File: src/inc/agcc_pkg.sv
// Summary of operation
// - Threshold field bits 7:4, resets 0111b.
// - Enhancer gain ceiling bits 3:0, resets 1011b.
// - Controller target level bits 7:4, resets 1110b.
// - Controller gain ceiling bits 3:0, resets 0111b.
// - Mode 0 applies new gain at once.
// - Mode 1 applies gain without stepping, reduced artifacts.
// - Mode 2 steps 0.5 dB every 20 us.
// - Mode 3 steps 0.5 dB every 40 us.
// - Channels 1 and 2 enabled after reset.
// - Channels 3 and 4 disabled after reset.
// - Low reserved bits read zero, ignore writes.
// - Select bit picks enhancer or controller algorithm.
package agcc_pkg;

	// Register indices; the byte address is four times the index.
	localparam logic [7:0]  IDX_ALGO_SEL    = 8'h6c;
	localparam logic [7:0]  IDX_ENH_LEVELS  = 8'h6d;
	localparam logic [7:0]  IDX_CTL_LEVELS  = 8'h70;
	localparam logic [7:0]  IDX_GAIN_CHANGE = 8'h71;
	localparam logic [7:0]  IDX_CHAN_EN     = 8'h73;
	localparam int          ADDR_W          = 12;

	// Reset values of the registers.
	localparam logic [7:0]  RST_ALGO_SEL    = 8'h00;
	localparam logic [7:0]  RST_ENH_LEVELS  = 8'h7b;
	localparam logic [7:0]  RST_CTL_LEVELS  = 8'he7;
	localparam logic [7:0]  RST_GAIN_CHANGE = 8'h00;
	localparam logic [7:0]  RST_CHAN_EN     = 8'hc0;

	// Field positions.
	localparam int          HI_NIB_LSB      = 4;
	localparam int          MODE_LSB        = 6;
	localparam int          RSV_RW_BIT      = 5;
	localparam int          CH1_BIT         = 7;
	localparam int          SEL_BIT         = 3;
	localparam int          COMP_BIT        = 1;
	localparam logic [7:0]  GAIN_CHANGE_RW  = 8'he0;
	localparam logic [7:0]  CHAN_EN_RW      = 8'hf0;
	localparam logic [7:0]  ALGO_SEL_RW     = 8'h0a;

	// Code to decibel mapping: base value and step per code.
	localparam logic signed [7:0] THR_BASE  = -8'sd12;
	localparam logic signed [7:0] THR_STEP  = -8'sd6;
	localparam logic signed [7:0] EGN_BASE  = 8'sd2;
	localparam logic signed [7:0] EGN_STEP  = 8'sd2;
	localparam logic signed [7:0] TGT_BASE  = -8'sd6;
	localparam logic signed [7:0] TGT_STEP  = -8'sd2;
	localparam logic signed [7:0] CGN_BASE  = 8'sd3;
	localparam logic signed [7:0] CGN_STEP  = 8'sd3;

	// Gain in half-decibel codes, limits for the stepping modes.
	localparam int          GAIN_W          = 7;
	localparam logic [6:0]  GAIN_MAX        = 7'h54;
	localparam logic [6:0]  GAIN_LIM_10K    = 7'h3c;
	localparam logic [6:0]  GAIN_LIM_20K    = 7'h30;

	// Stepping intervals.
	localparam int          CLK_PERIOD_PS   = 5000;
	localparam int          STEP_FAST_NS    = 20000;
	localparam int          STEP_SLOW_NS    = 40000;
	localparam int          STEP_FAST_CYC   = STEP_FAST_NS * 1000 / CLK_PERIOD_PS;
	localparam int          STEP_SLOW_CYC   = STEP_SLOW_NS * 1000 / CLK_PERIOD_PS;
	localparam int          TICK_W          = 16;

	// Run-time gain change modes in field order.
	typedef enum logic [1:0] {GCM_IMMEDIATE, GCM_NO_STEP, GCM_STEP_FAST, GCM_STEP_SLOW} agcc_gcm_t;

	// State of one gain ramp.
	typedef struct packed {
		logic [GAIN_W-1:0] gain;
		logic [TICK_W-1:0] tick;
	} agcc_ramp_t;

	// Maps a four-bit code onto decibels with a uniform step.
	function automatic logic signed [7:0] agcc_code_db(input logic [3:0] code,
		input logic signed [7:0] base, input logic signed [7:0] step);
		logic signed [7:0] c;
		c = signed'({4'h0, code});
		return 8'(base + c * step);
	endfunction

endpackage

File: src/hw/agcc_config.sv
// Added by the designer: the APB register port.
`timescale 1ns/1ps
// Gain and channel configuration registers of the audio converter, reached over APB.
module agcc_config
#(
	parameter int NUM_CH   = 4,
	parameter int FAST_CYC = agcc_pkg::STEP_FAST_CYC,
	parameter int SLOW_CYC = agcc_pkg::STEP_SLOW_CYC
)
(
	input  wire logic                               mclk,
	input  wire logic                               rst_n,
	input  wire logic                               psel,
	input  wire logic                               penable,
	input  wire logic                               pwrite,
	input  wire logic [agcc_pkg::ADDR_W-1:0]        paddr,
	input  wire logic [31:0]                        pwdata,
	input  wire logic [3:0]                         pstrb,
	output logic [31:0]                             prdata,
	output logic                                    pready,
	output logic                                    pslverr,
	output logic [3:0]                              enhancer_trigger_threshold,
	output logic [3:0]                              enhancer_gain_ceiling,
	output logic [3:0]                              controller_target_level,
	output logic [3:0]                              controller_gain_ceiling,
	output logic [1:0]                              runtime_gain_change_mode,
	output logic                                    input_chan1_on,
	output logic                                    input_chan2_on,
	output logic                                    input_chan3_on,
	output logic                                    input_chan4_on,
	output logic                                    level_algorithm_select,
	output logic                                    compression_on,
	output logic signed [7:0]                       threshold_db,
	output logic signed [7:0]                       enhancer_ceiling_db,
	output logic signed [7:0]                       target_level_db,
	output logic signed [7:0]                       controller_ceiling_db,
	output logic                                    enhancer_active,
	output logic                                    controller_active,
	input  wire logic [NUM_CH-1:0]                  channel_enhancer_on,
	input  wire logic                               high_impedance_sel,
	input  wire logic [NUM_CH*agcc_pkg::GAIN_W-1:0] requested_gain,
	input  wire logic [NUM_CH-1:0]                  zero_cross,
	output logic [NUM_CH*agcc_pkg::GAIN_W-1:0]      applied_gain
);
	import agcc_pkg::*;

	// Byte addresses of the registers.
	localparam logic [ADDR_W-1:0] A_ALGO_SEL    = ADDR_W'({IDX_ALGO_SEL, 2'b00});
	localparam logic [ADDR_W-1:0] A_ENH_LEVELS  = ADDR_W'({IDX_ENH_LEVELS, 2'b00});
	localparam logic [ADDR_W-1:0] A_CTL_LEVELS  = ADDR_W'({IDX_CTL_LEVELS, 2'b00});
	localparam logic [ADDR_W-1:0] A_GAIN_CHANGE = ADDR_W'({IDX_GAIN_CHANGE, 2'b00});
	localparam logic [ADDR_W-1:0] A_CHAN_EN     = ADDR_W'({IDX_CHAN_EN, 2'b00});

	// Whole register state of the block.
	typedef struct packed {
		logic [7:0]  algo_sel;     // Compression and algorithm selection.
		logic [7:0]  enh_levels;   // Range enhancer threshold and ceiling.
		logic [7:0]  ctl_levels;   // Gain controller target and ceiling.
		logic [7:0]  gain_change;  // Run-time gain change mode.
		logic [7:0]  chan_en;      // Input channel enables.
		logic [31:0] rdata;        // Read data held for the access phase.
		logic        enh_act;      // Range enhancer is the running algorithm.
		logic        ctl_act;      // Gain controller is the running algorithm.
	} agcc_regs_t;

	agcc_regs_t r_reg;    // Registered state.
	agcc_regs_t r_next;   // Next state.
	logic       setup;    // Setup phase of a transfer.
	logic       access;   // Access phase in which the transfer completes.
	logic       mapped;   // Address hits a register.
	logic       lane0;    // Lowest byte lane is written.
	logic [7:0] wbyte;    // Write data of the lowest lane.

	// Returns the read value of the register at an address.
	function automatic logic [7:0] read_mux(input logic [ADDR_W-1:0] a, input agcc_regs_t s);
		logic [7:0] v;
		v = 8'h00;
		unique case (a)
			A_ALGO_SEL:    v = s.algo_sel & ALGO_SEL_RW;
			A_ENH_LEVELS:  v = s.enh_levels;
			A_CTL_LEVELS:  v = s.ctl_levels;
			A_GAIN_CHANGE: v = s.gain_change & GAIN_CHANGE_RW;
			A_CHAN_EN:     v = s.chan_en & CHAN_EN_RW;
			default:       v = 8'h00;
		endcase
		return v;
	endfunction

	// Returns whether an address names a register.
	function automatic logic is_mapped(input logic [ADDR_W-1:0] a);
		return (a == A_ALGO_SEL) || (a == A_ENH_LEVELS) || (a == A_CTL_LEVELS) ||
			(a == A_GAIN_CHANGE) || (a == A_CHAN_EN);
	endfunction

	// The slave never inserts wait states.
	assign setup   = psel && !penable;
	assign access  = psel && penable;
	assign mapped  = is_mapped(paddr);
	assign lane0   = pstrb[0];
	assign wbyte   = pwdata[7:0];
	assign pready  = 1'b1;
	// Unmapped addresses answer with an error and change nothing.
	assign pslverr = access && !mapped;

	// Register updates, read capture and algorithm choice.
	always_comb
	begin
		r_next = r_reg;
		// Read data is captured in setup so it is a flop during access.
		if (setup)
			r_next.rdata = {24'h000000, read_mux(paddr, r_reg)};
		// A write lands only at the completing edge of the access phase.
		if (access && pwrite && lane0)
		begin
			unique case (paddr)
				A_ALGO_SEL:
				begin
					r_next.algo_sel = wbyte & ALGO_SEL_RW;
				end
				A_ENH_LEVELS:
				begin
					// Reserved codes are kept as written; software must avoid them.
					r_next.enh_levels = wbyte;
				end
				A_CTL_LEVELS:
				begin
					r_next.ctl_levels = wbyte;
				end
				A_GAIN_CHANGE:
				begin
					// The reserved read-write bit is stored like any other.
					r_next.gain_change = wbyte & GAIN_CHANGE_RW;
				end
				A_CHAN_EN:
				begin
					r_next.chan_en = wbyte & CHAN_EN_RW;
				end
				default:
				begin
					r_next.chan_en = r_reg.chan_en;
				end
			endcase
		end
		// Compression overrides both level algorithms.
		// algorithm selection
		r_next.enh_act = !r_reg.algo_sel[COMP_BIT] && (|channel_enhancer_on) && !r_reg.algo_sel[SEL_BIT];
		r_next.ctl_act = !r_reg.algo_sel[COMP_BIT] && (|channel_enhancer_on) && r_reg.algo_sel[SEL_BIT];
	end

	// All fields return to their documented values on reset.
	// reset and readback
	always_ff @(posedge mclk or negedge rst_n)
	begin
		if (!rst_n)
		begin
			r_reg.algo_sel    <= RST_ALGO_SEL;
			r_reg.enh_levels  <= RST_ENH_LEVELS;
			r_reg.ctl_levels  <= RST_CTL_LEVELS;
			r_reg.gain_change <= RST_GAIN_CHANGE;
			r_reg.chan_en     <= RST_CHAN_EN;
			r_reg.rdata       <= 32'h00000000;
			r_reg.enh_act     <= 1'b0;
			r_reg.ctl_act     <= 1'b0;
		end
		else
			r_reg <= r_next;
	end

	// Field outputs come straight from the register flops.
	assign prdata                     = r_reg.rdata;
	assign enhancer_trigger_threshold = r_reg.enh_levels[HI_NIB_LSB +: 4];
	assign enhancer_gain_ceiling      = r_reg.enh_levels[3:0];
	assign controller_target_level    = r_reg.ctl_levels[HI_NIB_LSB +: 4];
	assign controller_gain_ceiling    = r_reg.ctl_levels[3:0];
	assign runtime_gain_change_mode   = r_reg.gain_change[MODE_LSB +: 2];
	assign input_chan1_on             = r_reg.chan_en[CH1_BIT];
	assign input_chan2_on             = r_reg.chan_en[CH1_BIT-1];
	assign input_chan3_on             = r_reg.chan_en[CH1_BIT-2];
	assign input_chan4_on             = r_reg.chan_en[CH1_BIT-3];
	assign level_algorithm_select     = r_reg.algo_sel[SEL_BIT];
	assign compression_on             = r_reg.algo_sel[COMP_BIT];
	assign enhancer_active            = r_reg.enh_act;
	assign controller_active          = r_reg.ctl_act;

	// Decibel views of the four level codes, one cycle after the field.
	// threshold in decibels
	agcc_level_decode u_thr
	(
		.mclk  (mclk),
		.rst_n (rst_n),
		.code  (enhancer_trigger_threshold),
		.base  (THR_BASE),
		.step  (THR_STEP),
		.db    (threshold_db)
	);

	agcc_level_decode u_egn
	(
		.mclk  (mclk),
		.rst_n (rst_n),
		.code  (enhancer_gain_ceiling),
		.base  (EGN_BASE),
		.step  (EGN_STEP),
		.db    (enhancer_ceiling_db)
	);

	agcc_level_decode u_tgt
	(
		.mclk  (mclk),
		.rst_n (rst_n),
		.code  (controller_target_level),
		.base  (TGT_BASE),
		.step  (TGT_STEP),
		.db    (target_level_db)
	);

	agcc_level_decode u_cgn
	(
		.mclk  (mclk),
		.rst_n (rst_n),
		.code  (controller_gain_ceiling),
		.base  (CGN_BASE),
		.step  (CGN_STEP),
		.db    (controller_ceiling_db)
	);

	// One gain ramp per channel, all sharing the programmed mode.
	// A limitation: the mode is global, so channels cannot ramp at different rates.
	genvar ch;
	generate
		for (ch = 0; ch < NUM_CH; ch++)
		begin : g_ramp
			agcc_gain_ramp #(
				.FAST_CYC (FAST_CYC),
				.SLOW_CYC (SLOW_CYC)
			) u_ramp
			(
				.mclk           (mclk),
				.rst_n          (rst_n),
				.mode           (agcc_gcm_t'(runtime_gain_change_mode)),
				.high_impedance (high_impedance_sel),
				.requested      (requested_gain[ch*GAIN_W +: GAIN_W]),
				.zero_cross     (zero_cross[ch]),
				.applied        (applied_gain[ch*GAIN_W +: GAIN_W])
			);
		end
	endgenerate
endmodule // agcc_config

File: src/hw/agcc_gain_ramp.sv
`timescale 1ns/1ps
// Moves one channel's applied gain toward its requested gain.
module agcc_gain_ramp
#(
	parameter int FAST_CYC = agcc_pkg::STEP_FAST_CYC,
	parameter int SLOW_CYC = agcc_pkg::STEP_SLOW_CYC
)
(
	input  wire logic                      mclk,
	input  wire logic                      rst_n,
	input  wire agcc_pkg::agcc_gcm_t       mode,
	input  wire logic                      high_impedance,
	input  wire logic [agcc_pkg::GAIN_W-1:0] requested,
	input  wire logic                      zero_cross,
	output logic [agcc_pkg::GAIN_W-1:0]    applied
);
	import agcc_pkg::*;

	agcc_ramp_t        st_reg;   // Gain and interval counter.
	agcc_ramp_t        st_next;  // Next state.
	logic [GAIN_W-1:0] limit;    // Highest gain allowed in this mode.
	logic [GAIN_W-1:0] target;   // Requested gain after limiting.
	logic [TICK_W-1:0] period;   // One less than the cycles between half-decibel steps.

	// Stepping modes only support a reduced gain range.
	always_comb
	begin
		st_next = st_reg;
		limit   = GAIN_MAX;
		period  = TICK_W'(FAST_CYC - 1);
		if (mode == GCM_STEP_SLOW)
			period = TICK_W'(SLOW_CYC - 1);
		if (mode == GCM_STEP_FAST || mode == GCM_STEP_SLOW)
			limit = high_impedance ? GAIN_LIM_20K : GAIN_LIM_10K;
		target = (requested > limit) ? limit : requested;
		unique case (mode)
			GCM_IMMEDIATE:
			begin
				st_next.gain = target;
				st_next.tick = '0;
			end
			GCM_NO_STEP:
			begin
				// Waiting for a signal crossing avoids a click without stepping.
				if (zero_cross)
					st_next.gain = target;
				st_next.tick = '0;
			end
			GCM_STEP_FAST, GCM_STEP_SLOW:
			begin
				if (st_reg.gain == target)
					st_next.tick = '0;
				else if (st_reg.tick >= period)
				begin
					st_next.tick = '0;
					st_next.gain = (st_reg.gain < target) ? st_reg.gain + 1'b1 : st_reg.gain - 1'b1;
				end
				else
					st_next.tick = st_reg.tick + 1'b1;
			end
		endcase
	end

	// State register.
	always_ff @(posedge mclk or negedge rst_n)
	begin
		if (!rst_n)
			st_reg <= '0;
		else
			st_reg <= st_next;
	end

	assign applied = st_reg.gain;
endmodule // agcc_gain_ramp

File: src/hw/agcc_level_decode.sv
`timescale 1ns/1ps
// Turns one four-bit level code into registered decibels.
module agcc_level_decode
(
	input  wire logic               mclk,
	input  wire logic               rst_n,
	input  wire logic [3:0]         code,
	input  wire logic signed [7:0]  base,
	input  wire logic signed [7:0]  step,
	output logic signed [7:0]       db
);
	import agcc_pkg::*;

	logic signed [7:0] db_reg;   // Registered decibel value.
	logic signed [7:0] db_next;  // Next decibel value.

	// The gaps between listed codes keep the same spacing.
	// uniform step decode
	always_comb
	begin
		db_next = agcc_code_db(code, base, step);
	end

	// Registered so the output is a flip-flop.
	always_ff @(posedge mclk or negedge rst_n)
	begin
		if (!rst_n)
			db_reg <= 8'sh00;
		else
			db_reg <= db_next;
	end

	assign db = db_reg;
endmodule // agcc_level_decode

File: config.mk
export PLATFORM = sky130hd
export DESIGN_NAME = agcc_config
export DESIGN_NICKNAME = d
export VERILOG_FILES = /design/src/inc/agcc_pkg.sv /design/src/hw/agcc_config.sv /design/src/hw/agcc_gain_ramp.sv /design/src/hw/agcc_level_decode.sv
export SDC_FILE = /design/constraint.sdc
export NUM_CORES = 1
export LEC_CHECK = 0
export ABC_CLOCK_PERIOD_IN_PS = 8200
export BUFFER_PORTS_ARGS = -buffer_cell sky130_fd_sc_hd__buf_4
export CAP_MARGIN = 30
export CORE_MARGIN = 2
export CORE_UTILIZATION = 35
export CTS_CLUSTER_DIAMETER = 40
export DETAILED_ROUTE_END_ITERATION = 12
export GPL_TIMING_DRIVEN = 0
export PLACE_DENSITY = 0.66
export SLEW_MARGIN = 20
export SYNTH_ARGS = -nofsm -noshare
export SYNTH_HDL_FRONTEND = slang
export SYNTH_SLANG_ARGS = --single-unit
File: constraint.sdc
create_clock -name mclk -period 8.2 [get_ports mclk]
set_clock_uncertainty 0.2 [all_clocks]
set_input_delay 0.82 -clock mclk [delete_from_list [all_inputs] [get_ports mclk]]
set_output_delay 0.82 -clock mclk [all_outputs]
set_load 0.005 [all_outputs]
==> summary.txt, run 1 <==
Logic synthesis
  • Post-Synthesis Cells: 1039
  • Yosys cell types: 67
  • Top-area cell type share of the netlist area: 0.350
  • Synth Flop Type: dfrtp_1
  • Mapped Area: 9950 sq um
  • Area leader, netlist: dfrtp_1
  • Syn avg cell area: 9.58 sq um
  • EDFF count, synth: 0
  • Warnings, synthesis: 0
  • Synth top area cells: dfrtp_1, ha_1, buf_4
  • Register bit total from synthesis: 153
  • Register area share after synthesis: 0.386
  • Ys async rst share: 1.00

Final layout
  • Share of cells above drive strength 1: 0.256
  • Number of flip-flops in the largest register: 64
  • Nets: 1436
  • ANT cells: 0
  • Most frequent cells in the layout: buf_4, dfrtp_1, nor2_1
  • Synthesis-to-finish area growth: 23.8%
  • Final std cells w/o fill: 1639
  • Most common cell after layout, fill and taps aside: buf_4

Floorplan
  • Row count: 61
  • Die width: 173 um
  • Die height: 173 um
  • Core area: 27900 sq um
  • Starting Density: 0.357
  • I/O pin cnt: 210
  • Die area: 29800 sq um

Worst setup path
  • Crit path required time: 8300 ps
  • Worst Path Arrival: 6990 ps
  • Critical Path End Type: flip-flop
  • Crit-path cells: buf_2, clkbuf_1, clkbuf_1, nand2_1, ha_1, inv_1, a21o_1, a221oi_1, a41oi_1, nand3_1, o21ai_0, ha_1, a21oi_1, a21oi_1, nor3_1, inv_1, fa_1, a211oi_1, o21bai_1, a21oi_1, xor2_1, o22ai_1, nand3b_1
  • Most common cell on crit path: a21oi_1
  • Crit path kind: reg -> reg
  • Crit-path max cell delay: 610 ps
  • Reg2Reg Setup Slack: 1310 ps
  • Crit-path max FO: 10
  • Critical path launch point type: flip-flop
  • CP max-delay cell: dfrtp_1

Global route
  • Grt met3 use: 0.0638
  • Largest net degree at the start of global routing: 90
  • Initial antenna violation count: 0
  • Global route hottest layer: met2
  • GR Util met2: 0.271
  • All-Layer GR Usage: 0.168
  • Number of global-route vias before repair: 7923
  • Global-route wire length before repair: 40.8 mm
  • M1 GR Usage: 0.216
  • Gr ovfl total: 0

Pwr
  • Internal power: 0.00209 W
  • Psw: 0.00119 W
  • Switching share of power: 0.363
  • Combinational share of power: 0.471
  • Reg power frac: 0.291
  • VDD IR max: 0.000151 V
  • Leakage: 5.81 nW
  • P per Cell Area: 266 nW/um^2
  • Power share of the clock group: 0.238

Routing
  • Final wirelength: 24.7 mm
  • Initial DRT Pass Iterations: 5
  • Number of routed nets with antenna violations: 0
  • Vias per cell: 4.89
  • WL per Instance: 15.1 um
  • Drt drc: 0
  • DR iter-0 viols: 541
  • Vias: 8008

Job
  • MaxCap Viol Count: 0

Timing
  • Min Tclk post-route: 6890 ps
  • Worst slew pin tran: 830 ps
  • Fin. Hold Viols: 0
  • Max frequency: 0.145 GHz
  • Ratio of final minimum period to clock period: 0.840
  • Slew margin rel.: 0.442
  • Slew Limit Fails: 0
  • RSZ-0062 raised after global routing: false
  • Final Setup Violations: 0
  • Setup TNS: 0 ps

Clocking
  • Post-CTS Setup Inserts: 0
  • Clock-pin slew on the worst setup and hold paths: 70 ps
  • Clk buf depth: 2
  • Htree depth: 4
  • Clock Latency Late Sink: 420 ps
  • Post-cts resize count: 0
  • Cts hold-fix bufs: 0
  • Root Driver: clkbuf_16
  • CTS Buf Count: 17
  • CTS tree: built
  • CTS Sinks: 153

Placed design
  • IO Port Bufs: 151
  • Hpwl dp: 18.7 mm
  • GPL Wtd Cong: 0.887
  • Placed Cells: 1606

Outcome
  • Status: complete, no violations

Min path
  • Worst Hold Class: in -> async
## path summary, 6_finish.rpt
check                                              start                             to  depth (start not counted)
max in group asynchronous                          rst_n  enhancer_trigger_threshold[0]                          2
min in group mclk          enhancer_trigger_threshold[0]                    u_thr.db[1]                          0
min reg2reg                enhancer_trigger_threshold[0]                    u_thr.db[1]                          0
max                          runtime_gain_change_mode[1]    g_ramp[0].u_ramp.applied[6]                         23
min                                                rst_n                    u_cgn.db[3]                          1
max reg2reg                  runtime_gain_change_mode[1]    g_ramp[0].u_ramp.applied[6]                         23
## power by group through the flow
| stage | clock (W) | combinational (W) | sequential (W) |
|---|---|---|---|
| finish | 0.000781 | 0.00154 | 0.000953 |
| global route | 0.000836 | 0.00174 | 0.000968 |
| CTS | 0.000805 | 0.00154 | 0.000953 |
| detailed placement | 0 | 0.00153 | 0.000966 |
| global placement | 0 | 0.00149 | 0.000966 |
| floorplan | 0 | 0.00116 | 0.000929 |
## cells in the mapped netlist (3+ instances only)
cell,instances
dfrtp_1,139
nand3_1,39
o21ai_0,59
nand3b_1,9
clkbuf_1,17
and4_1,8
a22oi_1,3
a311o_1,4
fa_1,6
a221oi_1,6
nand2_1,77
nor2b_1,4
nand4b_1,3
buf_4,86
mux2_2,20
dfstp_2,14
a41oi_1,3
a21oi_1,37
o22a_1,4
o21a_1,12
o21bai_1,8
xor2_1,44
and3_1,10
o311ai_0,4
nor2_1,109
a21o_1,10
a211o_1,3
buf_2,5
nor3b_1,5
nand4_1,15
ha_1,92
mux2i_1,10
o211ai_1,7
a211oi_1,20
a31oi_1,13
inv_1,41
xnor2_1,33
nor3_1,12
and2_1,4
nor4_1,7
## per-layer routing
layer	wire (um)	vias up
met4	195	0
met5	0	-
met1	11200	3760
li1	-	3995
met3	2140	14
met2	11100	239
## cells by family (layout without fill, tap and decap cells)
family	count (synthesis)	count (layout)	synth area share
mux	30	30	0.0327
buf+inv	152	337	0.0915
other cells	2	39	0.000755
compound gates	205	205	0.134
xor+xnor	77	77	0.0678
simple gates	322	322	0.159
fa+ha+maj	98	98	0.128
flops	153	153	0.386
## cell type report
type / count / area, sq um
Clock inverter: 11 / 110
Fill cell: 2733 / 15500
Sequential cell: 153 / 3850
Tap cell: 378 / 473
Clock buffer: 21 / 470
Timing Repair Buffer: 153 / 1170
Inverter: 41 / 154
Buffer: 111 / 757
Multi-Input combinational cell: 771 / 5330
## metrics by stage
| step | instance area (sq um) | hold slack [ps] | setup slack (ps) | total power [W] | utilization |
|---|---|---|---|---|---|
| CTS | 12300 | 144 | 1380 | 0.00330 | 0.442 |
| global route | 12300 | 142 | 902 | 0.00355 | 0.442 |
| finish | 12300 | 130 | 1310 | 0.00328 | 0.442 |
| floorplan | 10100 | 213 | 2910 | 0.00209 | - |
| global placement | 11700 | 244 | 1450 | 0.00246 | 0.420 |
| detailed placement | 11700 | 253 | 1380 | 0.00250 | 0.421 |
## critical path, delay by kind of cell, from the launching register on
kind | cells | cell delay (ps)
xor gates and xnor gates | 1 | 240
adders and majority gates | 3 | 1040
and+or+nand+nor | 4 | 1020
DFF | 1 | 610
AOI/OAI and AO/OA | 10 | 1840
buffers and inverters | 5 | 1770
(Power assumes the default switching activity.)
==> run 2, diff against run 1 <==
--- a/config.mk
+++ b/config.mk
@@ -5,7 +5,8 @@
 export SDC_FILE = /design/constraint.sdc
 export NUM_CORES = 1
 export LEC_CHECK = 0
-export ABC_CLOCK_PERIOD_IN_PS = 8200
+export ABC_AREA = 1
+export ABC_CLOCK_PERIOD_IN_PS = 6900
 export BUFFER_PORTS_ARGS = -buffer_cell sky130_fd_sc_hd__buf_4
 export CAP_MARGIN = 30
 export CORE_MARGIN = 2
==> constraint.sdc (replaced) <==
create_clock -name mclk -period 6.9 [get_ports mclk]
set_clock_uncertainty 0.2 [all_clocks]
set_input_delay 0.69 -clock mclk [delete_from_list [all_inputs] [get_ports mclk]]
set_output_delay 0.69 -clock mclk [all_outputs]
set_load 0.005 [all_outputs]
==> summary.txt, run 2 <==
Final layout
  • Post-layout util: 0.439
  • Share of cells above drive strength 1: 0.212
  • Most frequent cells in the layout: nand2_1, buf_4, inv_1
  • Nets: 1776
  • Number of flip-flops in the largest register: 64
  • ANT cells: 0
  • Final std cells w/o fill: 1991
  • Synthesis-to-finish area growth: 22.6%
  • Seq. cell area: 3850 sq um
  • Multi-input gate area: 5580 sq um
  • Most common cell after layout, fill and taps aside: nand2_1
  • Fill cells: 2930

Worst setup path
  • CP max-delay cell: dfrtp_1
  • Most common cell on crit path: nand2_1
  • Crit-path cells: buf_6, buf_2, nand2_1, ha_1, nand2_1, nor3_1, nand3_1, nand2_4, nand2_1, o21ai_0, inv_1, ha_1, nand2_1, inv_1, a21oi_1, nand2_1, ha_1, nand2_1, nand2_1, a31oi_1, xor2_1, nor2_1, o21ai_1
  • Crit-path max cell delay: 630 ps
  • Reg2Reg Setup Slack: 1770 ps
  • Crit-path max FO: 10
  • WP buf/inv: 4
  • Crit path required time: 7040 ps
  • Critical path launch point type: flip-flop
  • Worst Path Arrival: 5270 ps
  • Crit path kind: reg -> reg
  • Delay-heaviest family, CP: simple AND/OR/NAND/NOR gates
  • Reg2Reg Launch Point: runtime_gain_change_mode[1]
  • Worst reg-to-reg path cell count: 23
  • Critical Path End Type: flip-flop
  • Crit Reg-Reg Endpoint: g_ramp[0].u_ramp.applied[3]

Routing
  • Vias per cell: 4.63
  • Vias: 9227
  • WL per Instance: 13.2 um
  • Number of routed nets with antenna violations: 0
  • Initial DRT Pass Iterations: 7
  • Final wirelength: 26.2 mm
  • DR iter-0 viols: 658
  • Drt drc: 0

Min path
  • Hold path endpoint: g_ramp[0].u_ramp.st_reg[0]
  • Worst hold stages: 1
  • Hold path startpoint: g_ramp[0].u_ramp.st_reg[0]
  • Worst Hold Class: reg -> reg

Global route
  • All-Layer GR Usage: 0.168
  • Initial antenna violation count: 0
  • Global-route wire length before repair: 43.2 mm
  • Number of global-route vias before repair: 9040
  • Largest net degree at the start of global routing: 94
  • Gr ovfl total: 0

Logic synthesis
  • Synth top area cells: dfrtp_1, nand2_1, ha_1
  • Most frequent cell after synthesis: nand2_1
  • Top-area cell type share of the netlist area: 0.326
  • Area leader, netlist: dfrtp_1
  • Warnings, synthesis: 0
  • Commonest cells in the synthesized netlist: nand2_1, inv_1, nor2_1
  • Ys async rst share: 1.00
  • Mapped Area: 10700 sq um
  • Post-Synthesis Cells: 1379
  • Register bit total from synthesis: 153
  • Yosys cell types: 51
  • Synth Flop Type: dfrtp_1
  • Syn avg cell area: 7.73 sq um
  • EDFF count, synth: 0
  • Register area share after synthesis: 0.361

Floorplan
  • Die width: 179 um
  • Starting Density: 0.358
  • Die area: 31900 sq um
  • Die height: 179 um
  • I/O pin cnt: 210
  • Row count: 63
  • Core area: 29800 sq um

Timing
  • Min Tclk post-route: 5130 ps
  • Setup TNS: 0 ps
  • Slew margin rel.: 0.463
  • Final Setup Violations: 0
  • Fin. Hold Viols: 0
  • Slew Limit Fails: 0
  • Max frequency: 0.195 GHz
  • Ratio of final minimum period to clock period: 0.743
  • Worst slew pin tran: 805 ps
  • RSZ-0062 raised after global routing: false

Job
  • MaxCap Viol Count: 0

Pwr
  • Leakage: 6.62 nW
  • VDD IR max: 0.000106 V
  • P per Cell Area: 179 nW/um^2

Outcome
  • Status: complete, no violations

Clocking
  • Post-CTS Setup Inserts: 0
  • CTS Sinks: 153
  • Htree depth: 4
  • CTS tree: built
  • Clk buf depth: 2
  • Root Driver: clkbuf_16
  • CTS Buf Count: 17
  • Clock-pin slew on the worst setup and hold paths: 70 ps
  • Clock Latency Late Sink: 420 ps

Placed design
  • IO Port Bufs: 151
  • Hpwl dp: 19.7 mm
  • GPL Wtd Cong: 0.868
  • Placed Cells: 1958
run 2: changes by cell type after synthesis, sizes merged, moves of 20 or more:
cell | before | now
nand3 | 39 | 72
nand2 | 78 | 354
a21oi | 37 | 65
nor2 | 110 | 155
inv | 41 | 160
mux2 | 20 | 0
run 2: through the flow:
stage	cell area, sq um	power [W]	hold slack (ps)	worst slack (ps)
final	13100	0.00233	255	1770
after global routing	13100	0.00247	277	1390
after CTS	13100	0.00237	260	1820
after detailed placement	12500	0.00139	252	1830
after global placement	12400	0.00137	245	1860
after floorplan	10800	0.00125	194	2990
run 2: worst max-delay path by stage:
stage | start | endpoint | slack [ps] | cells after the start
2_1_floorplan | runtime_gain_change_mode[1] | g_ramp[2].u_ramp.applied[5] | 2990 | 27
3_3_place_gp | runtime_gain_change_mode[1] | g_ramp[2].u_ramp.applied[5] | 1860 | 27
3_5_place_dp | runtime_gain_change_mode[1] | g_ramp[0].u_ramp.applied[3] | 1830 | 24
4_1_cts | runtime_gain_change_mode[1] | g_ramp[0].u_ramp.applied[3] | 1820 | 24
5_1_grt | runtime_gain_change_mode[1] | g_ramp[0].u_ramp.applied[6] | 1390 | 25
6_report | runtime_gain_change_mode[1] | g_ramp[0].u_ramp.applied[3] | 1770 | 23
run 2: area by class of cell:
class                   count  share of cell area
plain buffers             106              0.0591
clock buffers              21              0.0360
clock inverters            11              0.0104
inverters                 160              0.0460
multi-input cells         997               0.427
flip-flops and latches    153               0.294
well taps                 390              0.0373
repair buffers            153              0.0902
run 2: timing repair:
action                                 CTS  global route
endpoints found under the hold margin    3             0
hold buffers                             1             0
resized for setup                        0             0
run 2: routing by layer:
| layer | GRT usage | share of wire | vias to the layer above |
|---|---|---|---|
| met5 | 0 | 0 | - |
| met4 | 0.0342 | 0.0090 | 0 |
| met3 | 0.0454 | 0.071 | 17 |
| met2 | 0.280 | 0.46 | 259 |
| met1 | 0.219 | 0.46 | 4204 |
| li1 | - | - | 4747 |
run 2: logic make-up (layout without fill, tap and decap cells):
logic type	after synthesis	in the layout	share of synthesized area
adders and majority gates	98	98	0.119
xor gates and xnor gates	48	48	0.0394
DFF	153	153	0.361
other	2	39	0.000705
and+or+nand+nor	654	654	0.266
AOI/OAI and AO/OA	158	158	0.0846
buffers and inverters	266	451	0.129
run 2: report_power, final:
group	internal, W	switching, W	leakage, nW	total [W]
sequential	0.000912	0.0000213	1.93	0.000934
clock	0.000568	0.000393	0.291	0.000961
combinational	0.000196	0.000244	4.40	0.000439
